===== config.mk =====
export PLATFORM = sky130hd
export DESIGN_NAME = rcb_register_bank
export DESIGN_NICKNAME = d
export VERILOG_FILES = /design/src/hw/rcb_pkg.sv /design/src/hw/rcb_register_bank.sv
export SDC_FILE = /design/constraint.sdc
export NUM_CORES = 1
export LEC_CHECK = 0
export BUFFER_PORTS_ARGS = -buffer_cell sky130_fd_sc_hd__buf_4
export CAP_MARGIN = 20
export CORE_MARGIN = 3
export CORE_UTILIZATION = 50
export DETAILED_ROUTE_END_ITERATION = 12
export GPL_TIMING_DRIVEN = 0
export PLACE_DENSITY = 0.77
export SYNTH_ARGS = -nofsm -noshare
export SYNTH_HDL_FRONTEND = slang
export SYNTH_SLANG_ARGS = --single-unit

===== constraint.sdc =====
create_clock -name clk_in -period 2.65 [get_ports clk_in]
set_input_delay 0.53 -clock clk_in [delete_from_list [all_inputs] [get_ports clk_in]]
set_output_delay 0.53 -clock clk_in [all_outputs]
set_load 0.01 [all_outputs]

===== src/hw/rcb_pkg.sv =====
// package of offsets, fields, reset values and types for the readout control register bank
package rcb_pkg;

	// ------------------------------------------------------------
	// register byte offsets
	// ------------------------------------------------------------
	localparam logic [15:0] RCB_OFF_READOUT_STATUS  = 16'hEF04;
	localparam logic [15:0] RCB_OFF_GEO_SLOT        = 16'hEF08;
	localparam logic [15:0] RCB_OFF_MULTICAST       = 16'hEF0C;
	localparam logic [15:0] RCB_OFF_RELOCATION      = 16'hEF10;
	localparam logic [15:0] RCB_OFF_INT_VECTOR      = 16'hEF14;
	localparam logic [15:0] RCB_OFF_INT_THRESHOLD   = 16'hEF18;
	localparam logic [15:0] RCB_OFF_AGGR_PER_BLT    = 16'hEF1C;
	localparam logic [15:0] RCB_OFF_SCRATCH         = 16'hEF20;
	localparam logic [15:0] RCB_OFF_SOFT_RESET      = 16'hEF24;
	localparam logic [15:0] RCB_OFF_MEMORY_CLEAR    = 16'hEF28;
	localparam logic [15:0] RCB_OFF_CONFIG_RELOAD   = 16'hEF34;

	// ------------------------------------------------------------
	// field positions and widths
	// ------------------------------------------------------------
	localparam int RCB_STS_EVENT_READY = 0;
	localparam int RCB_STS_BUFFER_FULL = 1;
	localparam int RCB_STS_BUS_ERROR   = 2;
	localparam int RCB_GEO_W           = 5;
	localparam int RCB_MCST_ADDR_W     = 8;
	localparam int RCB_RELOC_W         = 16;
	localparam int RCB_COUNT_W         = 10;
	localparam int RCB_IRQ_LEVEL_W     = 3;

	// ------------------------------------------------------------
	// reset values
	// ------------------------------------------------------------
	localparam logic [4:0]  RCB_RST_GEO       = 5'h00;
	localparam logic [7:0]  RCB_RST_MCST_ADDR = 8'h00;
	localparam logic [15:0] RCB_RST_RELOC     = 16'h0000;
	localparam logic [31:0] RCB_RST_VECTOR    = 32'h0000_0000;
	localparam logic [9:0]  RCB_RST_THRESHOLD = 10'h000;
	localparam logic [9:0]  RCB_RST_AGGR      = 10'h000;
	localparam logic [31:0] RCB_RST_SCRATCH   = 32'h0000_0000;

	// daisy chain role encoding
	typedef enum logic [1:0] {
		RCB_CHAIN_DISABLED     = 2'b00,
		RCB_CHAIN_LAST         = 2'b01,
		RCB_CHAIN_FIRST        = 2'b10,
		RCB_CHAIN_INTERMEDIATE = 2'b11
	} rcb_chain_role_t;

endpackage : rcb_pkg


===== src/hw/rcb_register_bank.sv =====
// readout control register bank: status, slot id, multicast, relocation, interrupt and commands
`timescale 1ns/1ns
// Notes on behaviour
// - status bit 0 is one while at least one stored event awaits readout.
// - status bit 1 is one while the output buffer is full.
// - status bit 2 sets on bus error, unsupported access or early-ended aligned transfer.
// - reading the readout status register clears the bus error flag.
// - with geographic crate, slot number comes read-only from backplane into event header.
// - otherwise slot id is writable, defaults zero; host writes it before chained transfers.
// - multicast and chained cycles match address top bits against written eight-bit field.
// - two-bit chain role: 00 disabled, 01 last, 10 first, 11 intermediate.
// - with relocation enabled, base address bits 31..16 come from relocation field.
// - programmed 32-bit vector is driven on data during interrupt acknowledge.
// - with interrupts enabled, request raised while stored events exceed threshold.
// - each block transfer carries at most the programmed number of complete aggregates.
// - scratch word reads back the last written value.
// - any write to soft reset location returns every register to default.
// - backplane system reset also returns every register to default.
// - any write to clear location empties memories and zeroes count, size, occupancy.
// - the same memory clear happens at the start of every acquisition run.
// - memory clear is also accepted as a hardware signal on differential io.
// - any write to reload location soft resets, reloads rom and reconfigures pll.
// - bus interrupts only when level field nonzero; one to seven selects level.
module rcb_register_bank
	import rcb_pkg::*;
(
	// clock and reset
	input  wire logic        clk_in,
	input  wire logic        resetn_in,
	// register port: one-cycle strobes, byte offset, write data
	input  wire logic        reg_wr_in,
	input  wire logic        reg_rd_in,
	input  wire logic [15:0] reg_addr_in,
	input  wire logic [31:0] reg_wdata_in,
	output logic      [31:0] reg_rdata_out,
	output logic             reg_rvalid_out,
	output logic             reg_unsupported_out,
	// crate and backplane pins (asynchronous)
	input  wire logic        geo_crate_in,
	input  wire logic [4:0]  geo_slot_in,
	input  wire logic        sysreset_in,
	input  wire logic        hw_clear_in,
	// acquisition core state (same clock)
	input  wire logic [9:0]  events_stored_in,
	input  wire logic        buffer_full_in,
	input  wire logic        bus_error_in,
	input  wire logic        early_end_in,
	input  wire logic        run_start_in,
	input  wire logic        hw_clear_enable_in,
	input  wire logic [2:0]  irq_level_in,
	input  wire logic        relocation_enable_in,
	input  wire logic [15:0] switch_base_in,
	// bus address matching and acknowledge
	input  wire logic [31:0] bus_addr_in,
	input  wire logic        intack_in,
	// block transfer aggregate counting (same clock)
	input  wire logic        blt_start_in,
	input  wire logic        aggregate_done_in,
	// outputs towards the board
	output logic      [4:0]  header_geo_slot_identifier_out,
	output logic      [15:0] base_address_out,
	output logic             base_match_out,
	output logic             mcst_match_out,
	output logic      [1:0]  chain_role_out,
	output logic      [31:0] intack_data_out,
	output logic             intack_data_oe_out,
	output logic             irq_out,
	output logic      [2:0]  irq_level_out,
	output logic      [9:0]  aggr_limit_out,
	output logic             blt_stop_out,
	output logic             memory_clear_out,
	output logic             config_reload_out
);

	// ------------------------------------------------------------
	// state
	// ------------------------------------------------------------
	typedef struct packed {
		logic [2:0]  sysrst_sync;
		logic [2:0]  clr_sync;
		logic [5:0]  geo_sync0;
		logic [5:0]  geo_sync1;
		logic [5:0]  geo_sync2;
		logic        sysrst_level;
		logic        clr_level;
		logic        clr_prev;
		logic        geo_crate;
		logic [4:0]  geo_pins;
		logic        bus_err_flag;
		logic [4:0]  slot_id;
		logic [7:0]  mcst_addr;
		logic [1:0]  chain_role;
		logic [15:0] reloc;
		logic [31:0] vector;
		logic [9:0]  threshold;
		logic [9:0]  aggr_limit;
		logic [31:0] scratch;
		logic [9:0]  aggr_count;
		logic [31:0] rdata;
		logic        rvalid;
		logic        unsupported;
		logic [4:0]  header_id;
		logic [15:0] base;
		logic        base_match;
		logic        mcst_match;
		logic [31:0] ack_data;
		logic        ack_oe;
		logic        irq;
		logic [2:0]  irq_level;
		logic        blt_stop;
		logic        mem_clear;
		logic        reload;
	} rcb_state_t;

	rcb_state_t r;
	rcb_state_t next_r;

	// ------------------------------------------------------------
	// field notes and limitations
	// ------------------------------------------------------------
	// pin stages
	//   sysrst_sync, clr_sync: three-flop chains
	//   geo_sync0..2: crate strap and slot pins
	//   a level is taken only when the second
	//   and third stages agree, so a glitch of
	//   one cycle never reaches the decisions

	// settled levels
	//   sysrst_level holds registers at default
	//   clr_level feeds the pin clear edge
	//   clr_prev remembers the last level
	//   geo_crate picks backplane slot or register

	// host registers
	//   slot_id: writable only without straps
	//   mcst_addr, chain_role: multicast setup
	//   reloc: base bits when relocation is on
	//   vector: word driven on acknowledge
	//   threshold: events above it interrupt
	//   aggr_limit: aggregates per transfer
	//   scratch: plain read and write word

	// transfer bookkeeping
	//   aggr_count saturates so it never wraps
	//   back below the limit in a long transfer

	// registered answers
	//   rdata is zero outside a read answer, so
	//   a host that samples late sees zero, not
	//   a stale word
	//   unsupported pulses with the answer and
	//   also sets the status error flag

	// board side levels
	//   base and matches lag the bus address by
	//   one cycle; the bus decoder must allow it
	//   ack_oe needs a pending request the cycle
	//   before, so a stray acknowledge stays off

	// command pulses
	//   mem_clear and reload last one cycle
	//   the acquisition core must catch them
	//   on the very next edge

	// reset
	//   the async reset loads constants only;
	//   straps are picked up by the stages
	//   a few cycles after release

	// limitations
	//   both strobes in one cycle are not
	//   supported; the write decode wins the
	//   error flag and the read still answers
	//   the pin clear needs a rising edge, so a
	//   pin held high clears only once
	//   a backplane reset held high keeps every
	//   register at default, writes are lost
	//   the interrupt follows the level field
	//   only; an optical enable is not seen here

	// ------------------------------------------------------------
	// next state
	// ------------------------------------------------------------
	// synchronisers feed only their next stage; decisions use stages two and three
	always_comb begin
		logic        wr_known;
		logic        rd_known;
		logic        soft_rst;
		logic        sys_rst;
		logic        clr_edge;
		logic        geo_mode;
		logic [31:0] rd_word;
		wr_known = 1'b0;
		rd_known = 1'b0;
		soft_rst = 1'b0;
		sys_rst  = 1'b0;
		clr_edge = 1'b0;
		geo_mode = 1'b0;
		rd_word  = 32'h0000_0000;
		next_r   = r;

		// three-stage pin inputs; a change counts when stages two and three agree
		next_r.sysrst_sync = {r.sysrst_sync[1:0], sysreset_in};
		next_r.clr_sync    = {r.clr_sync[1:0], hw_clear_in};
		next_r.geo_sync0   = {geo_crate_in, geo_slot_in};
		next_r.geo_sync1   = r.geo_sync0;
		next_r.geo_sync2   = r.geo_sync1;
		if (r.sysrst_sync[2] == r.sysrst_sync[1]) begin
			next_r.sysrst_level = r.sysrst_sync[2];
		end
		if (r.clr_sync[2] == r.clr_sync[1]) begin
			next_r.clr_level = r.clr_sync[2];
		end
		if (r.geo_sync2 == r.geo_sync1) begin
			next_r.geo_crate = r.geo_sync2[5];
			next_r.geo_pins  = r.geo_sync2[4:0];
		end
		next_r.clr_prev = r.clr_level;
		clr_edge        = r.clr_level & ~r.clr_prev;
		sys_rst         = r.sysrst_level;
		geo_mode        = r.geo_crate;

		// read decode; unmapped and write-only locations read zero and report unsupported
		if (reg_addr_in == RCB_OFF_READOUT_STATUS) begin
			rd_known = 1'b1;
			rd_word[RCB_STS_EVENT_READY] = (events_stored_in != 10'h000);
			rd_word[RCB_STS_BUFFER_FULL] = buffer_full_in;
			rd_word[RCB_STS_BUS_ERROR]   = r.bus_err_flag;
		end else if (reg_addr_in == RCB_OFF_GEO_SLOT) begin
			rd_known = 1'b1;
			rd_word[RCB_GEO_W-1:0] = geo_mode ? r.geo_pins : r.slot_id;
		end else if (reg_addr_in == RCB_OFF_MULTICAST) begin
			rd_known = 1'b1;
			rd_word[9:0] = {r.chain_role, r.mcst_addr};
		end else if (reg_addr_in == RCB_OFF_RELOCATION) begin
			rd_known = 1'b1;
			rd_word[RCB_RELOC_W-1:0] = r.reloc;
		end else if (reg_addr_in == RCB_OFF_INT_VECTOR) begin
			rd_known = 1'b1;
			rd_word = r.vector;
		end else if (reg_addr_in == RCB_OFF_INT_THRESHOLD) begin
			rd_known = 1'b1;
			rd_word[RCB_COUNT_W-1:0] = r.threshold;
		end else if (reg_addr_in == RCB_OFF_AGGR_PER_BLT) begin
			rd_known = 1'b1;
			rd_word[RCB_COUNT_W-1:0] = r.aggr_limit;
		end else if (reg_addr_in == RCB_OFF_SCRATCH) begin
			rd_known = 1'b1;
			rd_word = r.scratch;
		end

		// write decode; reserved bits are dropped on the way in
		next_r.mem_clear = 1'b0;
		next_r.reload    = 1'b0;
		if (reg_wr_in) begin
			wr_known = 1'b1;
			if (reg_addr_in == RCB_OFF_GEO_SLOT) begin
				if (!geo_mode) begin
					next_r.slot_id = reg_wdata_in[RCB_GEO_W-1:0];
				end
			end else if (reg_addr_in == RCB_OFF_MULTICAST) begin
				next_r.mcst_addr  = reg_wdata_in[7:0];
				next_r.chain_role = reg_wdata_in[9:8];
			end else if (reg_addr_in == RCB_OFF_RELOCATION) begin
				next_r.reloc = reg_wdata_in[15:0];
			end else if (reg_addr_in == RCB_OFF_INT_VECTOR) begin
				next_r.vector = reg_wdata_in;
			end else if (reg_addr_in == RCB_OFF_INT_THRESHOLD) begin
				next_r.threshold = reg_wdata_in[9:0];
			end else if (reg_addr_in == RCB_OFF_AGGR_PER_BLT) begin
				next_r.aggr_limit = reg_wdata_in[9:0];
			end else if (reg_addr_in == RCB_OFF_SCRATCH) begin
				next_r.scratch = reg_wdata_in;
			end else if (reg_addr_in == RCB_OFF_SOFT_RESET) begin
				soft_rst = 1'b1;
			end else if (reg_addr_in == RCB_OFF_MEMORY_CLEAR) begin
				next_r.mem_clear = 1'b1;
			end else if (reg_addr_in == RCB_OFF_CONFIG_RELOAD) begin
				soft_rst      = 1'b1;
				next_r.reload = 1'b1;
			end else begin
				wr_known = 1'b0;
			end
		end

		// clear sources beyond the command location
		if (run_start_in) begin
			next_r.mem_clear = 1'b1;
		end
		if (clr_edge && hw_clear_enable_in) begin
			next_r.mem_clear = 1'b1;
		end

		// read answer one cycle after the strobe
		next_r.rvalid      = reg_rd_in;
		next_r.rdata       = reg_rd_in ? rd_word : 32'h0000_0000;
		next_r.unsupported = (reg_rd_in && !rd_known) || (reg_wr_in && !wr_known);

		// error flag: a new event in the reading cycle wins over the read clear
		if (reg_rd_in && (reg_addr_in == RCB_OFF_READOUT_STATUS)) begin
			next_r.bus_err_flag = 1'b0;
		end
		if (bus_error_in || early_end_in || next_r.unsupported) begin
			next_r.bus_err_flag = 1'b1;
		end

		// base address and multicast matching
		next_r.base       = relocation_enable_in ? r.reloc : switch_base_in;
		next_r.base_match = (bus_addr_in[31:16] == next_r.base);
		next_r.mcst_match = (r.chain_role != RCB_CHAIN_DISABLED) &&
			(bus_addr_in[31:24] == r.mcst_addr);
		next_r.header_id  = geo_mode ? r.geo_pins : r.slot_id;

		// interrupt request and acknowledge vector
		next_r.irq       = (irq_level_in != 3'b000) && (events_stored_in > r.threshold);
		next_r.irq_level = irq_level_in;
		next_r.ack_oe    = intack_in && r.irq;
		next_r.ack_data  = intack_in ? r.vector : 32'h0000_0000;

		// aggregate count per block transfer; zero limit means no limit
		if (blt_start_in) begin
			next_r.aggr_count = 10'h000;
		end else if (aggregate_done_in && (r.aggr_count != 10'h3FF)) begin
			next_r.aggr_count = r.aggr_count + 10'h001;
		end
		next_r.blt_stop = (r.aggr_limit != 10'h000) && !blt_start_in &&
			(next_r.aggr_count >= r.aggr_limit);

		// software or backplane reset returns every register to default
		if (soft_rst || sys_rst) begin
			next_r.slot_id      = RCB_RST_GEO;
			next_r.mcst_addr    = RCB_RST_MCST_ADDR;
			next_r.chain_role   = RCB_CHAIN_DISABLED;
			next_r.reloc        = RCB_RST_RELOC;
			next_r.vector       = RCB_RST_VECTOR;
			next_r.threshold    = RCB_RST_THRESHOLD;
			next_r.aggr_limit   = RCB_RST_AGGR;
			next_r.scratch      = RCB_RST_SCRATCH;
			next_r.bus_err_flag = 1'b0;
			next_r.aggr_count   = 10'h000;
		end
	end

	// ------------------------------------------------------------
	// registers
	// ------------------------------------------------------------
	// the whole state resets to constants; straps are caught after release by the sync stages
	always_ff @(posedge clk_in or negedge resetn_in) begin
		if (!resetn_in) begin
			r            <= '0;
			r.chain_role <= RCB_CHAIN_DISABLED;
		end else begin
			r <= next_r;
		end
	end

	// ------------------------------------------------------------
	// outputs, each straight from a flip-flop
	// ------------------------------------------------------------
	assign reg_rdata_out       = r.rdata;
	assign reg_rvalid_out      = r.rvalid;
	assign reg_unsupported_out = r.unsupported;
	assign header_geo_slot_identifier_out = r.header_id;
	assign base_address_out    = r.base;
	assign base_match_out      = r.base_match;
	assign mcst_match_out      = r.mcst_match;
	assign chain_role_out      = r.chain_role;
	assign intack_data_out     = r.ack_data;
	assign intack_data_oe_out  = r.ack_oe;
	assign irq_out             = r.irq;
	assign irq_level_out       = r.irq_level;
	assign aggr_limit_out      = r.aggr_limit;
	assign blt_stop_out        = r.blt_stop;
	assign memory_clear_out    = r.mem_clear;
	assign config_reload_out   = r.reload;

endmodule : rcb_register_bank


# After elaboration in Yosys (flattened, before gate mapping)
# Index checks and enable logic that the tools add are counted.
# op_classes
addsub	1
multipliers	0
div_mod_pow	0
magnitude_cmp	2
eq_ne	24
shifts	0
n_mux	83
bitwise	2
n_reduce_logical	37
# op_table
cell	n
32-bit two-way mux	11
16-bit equality test, second input constant	11
126-bit two-way mux	1
115-bit two-way mux	1
110-bit two-way mux	1
100-bit two-way mux	1
84-bit two-way mux	1
10-bit two-way mux	8
22-bit two-way mux	3
16-bit two-way mux	4
52-bit two-way mux	1
42-bit two-way mux	1
1-bit two-way mux	34
29-bit two-way mux	1
27-bit two-way mux	1
5-bit two-way mux	4
10-bit nonzero test	2
2-bit two-way mux	9
2-bit nonzero test	9
16-bit equality test	1
2-bit by 1-bit != test with 1-bit output, second input constant	7
10-bit by 1-bit adder with 10-bit output, second input constant	1
10-bit >= comparator	1
10-bit greater-than comparator	1
other kinds (17)	34
# totals
register_bits	256
latch_bits	0
ram_bits	0
romBits	0
in_bits	130
out_inout_bits	109
memories	0

# Longest topological paths before layout
# logic_depth
ltp_word	18
mapped_depth	11
depth_no_buf	11

# Least setup slack after synthesis
# Ideal clock, no wire load.
# synth_path
kind	reg-to-reg
start	reg r[97] (netlist bit)
end	reg r, in the netlist blt_stop_out
t_arrival_ps	2772
required_time_ps	2529
path_slack_ps	-243
stages_incl_launch_ff	12
n_path_buf	0
synth_period_minus_slack_ps	2893
cell_sequence	dfrtp_1 -> ha_1 -> nand3_1 -> o41ai_1 -> nor4_1 -> xnor2_1 -> nor2_1 -> ha_1 -> a2111o_1 -> a31oi_1 -> o21ai_0 -> a22o_1
# synth_rtl
item	line	text
start, declared	rcb_register_bank.sv:115	rcb_state_t r;
start signal, assigned	rcb_register_bank.sv:353	r <= next_r;

==> impl_metrics.csv <==
group,metric,value,unit
outcome,status,"complete, but fails checks",
outcome,violations,"negative setup slack",
floorplanning,num_rows,55,
sta,slew_headroom,26.2,%
sta,setup_ws,-0.0111,ns
finish,final_layout_size_suffix_gt1_share,34.8,%
clocking,clock-sinks,256,
yosys,synthCells,1012,
worst_setup_path,critical_path.top_delay_family,"compound AO/OA/AOI/OAI gates",
worst_setup_path,crit_arrival,3.09,ns
pwr,power_frac_comb,9.4,%
yosys,synth.distinct_cells,75,
finish,n_fill_cell,1766,
route,drt_iter0_markers,785,
sta,rsz0062_at_grt,"yes",
worst_setup_path,slowest_stage,"dfrtp_1",
route,first_pass_iters,5,
floorplanning,initial_core_util,51.3,%
floorplanning,core,22800,µm²
worst_setup_path,critPathMaxFanout,3,
clocking,path_clk_slew,0.06,ns
pwr,p_leak,7.11,nW
route,finalWirelength,32700,µm
pwr,peakVddDrop,553,µV
finish,multi_input_area,4250,µm²
job,maxCapViolations,0,
placed_design,gp_congestion,0.961,
yosys,synth.top_cell.area_share,54.8,%
clocking,ctsHtreeMaxLevel,1,
floorplanning,io_pins,239,
global_route,grt_remaining_overflow,0,
global_route,antenna_found_initial,0,
worst_setup_path,critPathKind,"flip-flop to flip-flop",
pwr,p_int,6.63,mW
global_route,grt_pass1_vias,9232,
finish,final_cells,1605,
worst_setup_path,critPathRequiredTime,3.08,ns
floorplanning,die_area,25200,µm²
route,wl_per_cell,20.4,µm
yosys,avgSynthCellArea,11.5,µm²
placed_design,dp.cells,1546,
clocking,cts_root_buffer,"clkbuf_16",
finish,synthToLayoutAreaGrowth,27.2,%
worst_hold_path,hold_path_class,"primary input to flip-flop",
clocking,cts_buffers,27,
clocking,cts_tree,"built",
pwr,finalPower,8.66,mW
sta,skew,0.0168,ns
worst_setup_path,cp_cell_sequence,"and4_1 -> a311oi_2 -> and3_1 -> xnor2_1 -> nor2_1 -> ha_1 -> a2111o_1 -> a31oi_1 -> o21ai_1 -> a22o_1",
worst_setup_path,cpPeakStageDelay,0.42,ns
sta,tightest_slew,1.10,ns
yosys,synth_nets,1163,
yosys,ys_seq_area_share,54.8,%
finish,nNetsFinal,1423,
pwr,switching_share,23.4,%
yosys,yosys_most_used_dff,"dfrtp_1",
global_route,grt_util_all_layers,25.4,%
pwr,seqPwrFrac,46.7,%
yosys,synth_edf_count,0,
pwr,clock_power_share,43.9,%
sta,post-route-period-util,100,%
sta,tns,-0.0111,ns
yosys,synthArstFlopShare,100,%
yosys,synthTopCellsByArea,"dfrtp_1 55%, buf_4 6.5%, a22o_1 4.0%",
sta,hold_violations,0,
placed_design,port_buffers,218,
global_route,grt_start_max_net_pins,124,
yosys,yosys.area.top_type,"dfrtp_1",
floorplanning,die_h,159,µm
pwr,p_switching,2.03,mW
worst_setup_path,start_kind,"flip-flop",
global_route,grt_pass1_wl,51800,µm
pwr,power_density,582,nW/µm²
finish,antenna_cells,0,
route,num_vias,9085,
clocking,clk_latency,0.54,ns
worst_setup_path,crit_buf_inv,0,
finish,regArea,6410,µm²
route,drtAntennaViolNets,0,
yosys,syn_area,11700,µm²
route,drc_errors,0,
sta,final-setup-viol-count,1,
route,viasPerCell,5.66,
sta,clock.fmax,376,MHz
yosys,yosys_warnings,0,
yosys,synth_seq_cells,256,
sta,finalMaxSlewViolations,0,
placed_design,pre_cts_slack,-0.474,ns
floorplanning,die_x,159,µm
placed_design,dp_hpwl,23500,µm
worst_setup_path,end_kind,"flip-flop",
sta,finalCriticalPeriod,2.66,ns
clocking,clockBufferDepth,3,
-- cell usage after synthesis (all sizes together) (3+ instances only) --
master	n
nand2	55
nand4	4
or4b	4
nor4	19
buf	115
o31ai	3
nand3	5
a222oi	11
a221oi	8
a22oi	20
clkbuf	38
nor2b	3
nor2	71
nor3	17
or2	3
o41ai	3
ha	21
nand4b	6
a31oi	4
dfrtp	256
or3	3
or4	9
xor2	19
inv	33
o21ai	25
and2	37
xnor2	13
a21oi	22
mux2i	23
a32o	16
a22o	53
o2bb2ai	16
nand2b	8
mux2	27
o211ai	3
a21o	5
-- area by class of cell --
type | instances | share of cell area [%]
Sequential cell | 256 | 43.1
Clock inverter | 11 | 0.791
Tap cell | 313 | 2.63
Inverter | 33 | 0.833
Buffer | 153 | 6.68
Timing Repair Buffer | 231 | 12.0
Clock buffer | 38 | 5.36
Multi-Input combinational cell | 570 | 28.6
-- state kept, by name, summed over array words and instances, names as in the netlist --
register	count
config_reload_out	1
r	130
chain_role_out	2
reg_unsupported_out	1
reg_rvalid_out	1
aggr_limit_out	10
irq_level_out	3
intack_data_oe_out	1
next_r	17
memory_clear_out	1
intack_data_out	32
header_geo_slot_identifier_out	5
reg_rdata_out	32
base_address_out	16
irq_out	1
blt_stop_out	1
base_match_out	1
mcst_match_out	1
-- power by group through the flow --
stage	clock network (mW)	logic [mW]	registers, mW
floorplan	0	0.357	4.10
global placement	0	0.769	4.11
detailed placement	0	0.794	4.11
CTS	3.88	0.809	4.04
global route	4.06	0.880	4.05
finish	3.80	0.809	4.04
-- final timing paths --
kind / cells after the start / start / to / slack (ns)
worst max-delay path: 10 / r[103] / blt_stop_out / -0.01
worst min-delay path: 1 / hw_clear_in / next_r[251] / 0.11
worst max register to register: 10 / r[103] / blt_stop_out / -0.01
worst min register to register: 0 / next_r[243] / next_r[237] / 0.34
max in group asynchronous: 4 / resetn_in / base_address_out[5] / 0.80
min in group asynchronous: 2 / resetn_in / next_r[240] / 0.54
-- per-stage QoR --
| step | utilization [%] | hold slack, ns | instance area [µm²] |
|---|---|---|---|
| floorplan | - | 0.234 | 11700 |
| global placement | 60.2 | 0.333 | 13700 |
| detailed placement | 60.5 | 0.335 | 13800 |
| CTS | 64.9 | 0.0864 | 14800 |
| global route | 65.3 | 0.0905 | 14900 |
| finish | 65.3 | 0.110 | 14900 |
-- layout by cell type, fill, tap and decap left out, types with 4 or more instances in the layout --
cell	n
buf_4	327
dfrtp_1	256
nor2_1	69
nand2_1	53
a22o_1	53
and2_1	37
clkbuf_1	36
inv_1	33
mux2_2	27
clkbuf_16	27
mux2i_1	23
a21oi_1	21
o21ai_0	20
a22oi_1	20
ha_1	20
xor2_1	19
o2bb2ai_1	16
a32o_1	16
nor4_1	14
nor3_1	14
xnor2_1	13
a222oi_1	11
buf_2	9
nand2b_1	8
a221oi_1	8
clkbuf_8	8
or4_1	7
clkbuf_2	5
nand4b_1	5
a21o_1	5
o21ai_1	5
clkinv_2	5
nand4_1	4
nor4_2	4
a31oi_1	4
-- per-layer routing --
metal  share of wire, %  wire [µm]  vias to the layer above  track usage [%]
met5                  0          0                        -                0
met4                3.1       1010                        0             7.84
met3                7.3       2380                       69             4.28
met2                 48      15600                      438             40.9
met1                 42      13800                     4519             35.7
li1                   -          -                     4059                -
-- timing repair --
action	CTS	global route
hold buffers	1	0
pin swaps	2	7
setup buffers	4	5
endpoints found under the hold margin	66	0
resized for setup	8	13
setup endpoints to repair	1	27
-- logic make-up after synthesis --
group	synth area share, %
buffers and inverters	9.52
AOI/OAI and AO/OA	14.4
and+or+nand+nor	11.9
muxes	4.57
adders and majority gates	2.42
DFF	54.8
xor gates and xnor gates	2.40
No activity file was read; power rests on OpenSTA's default activity.
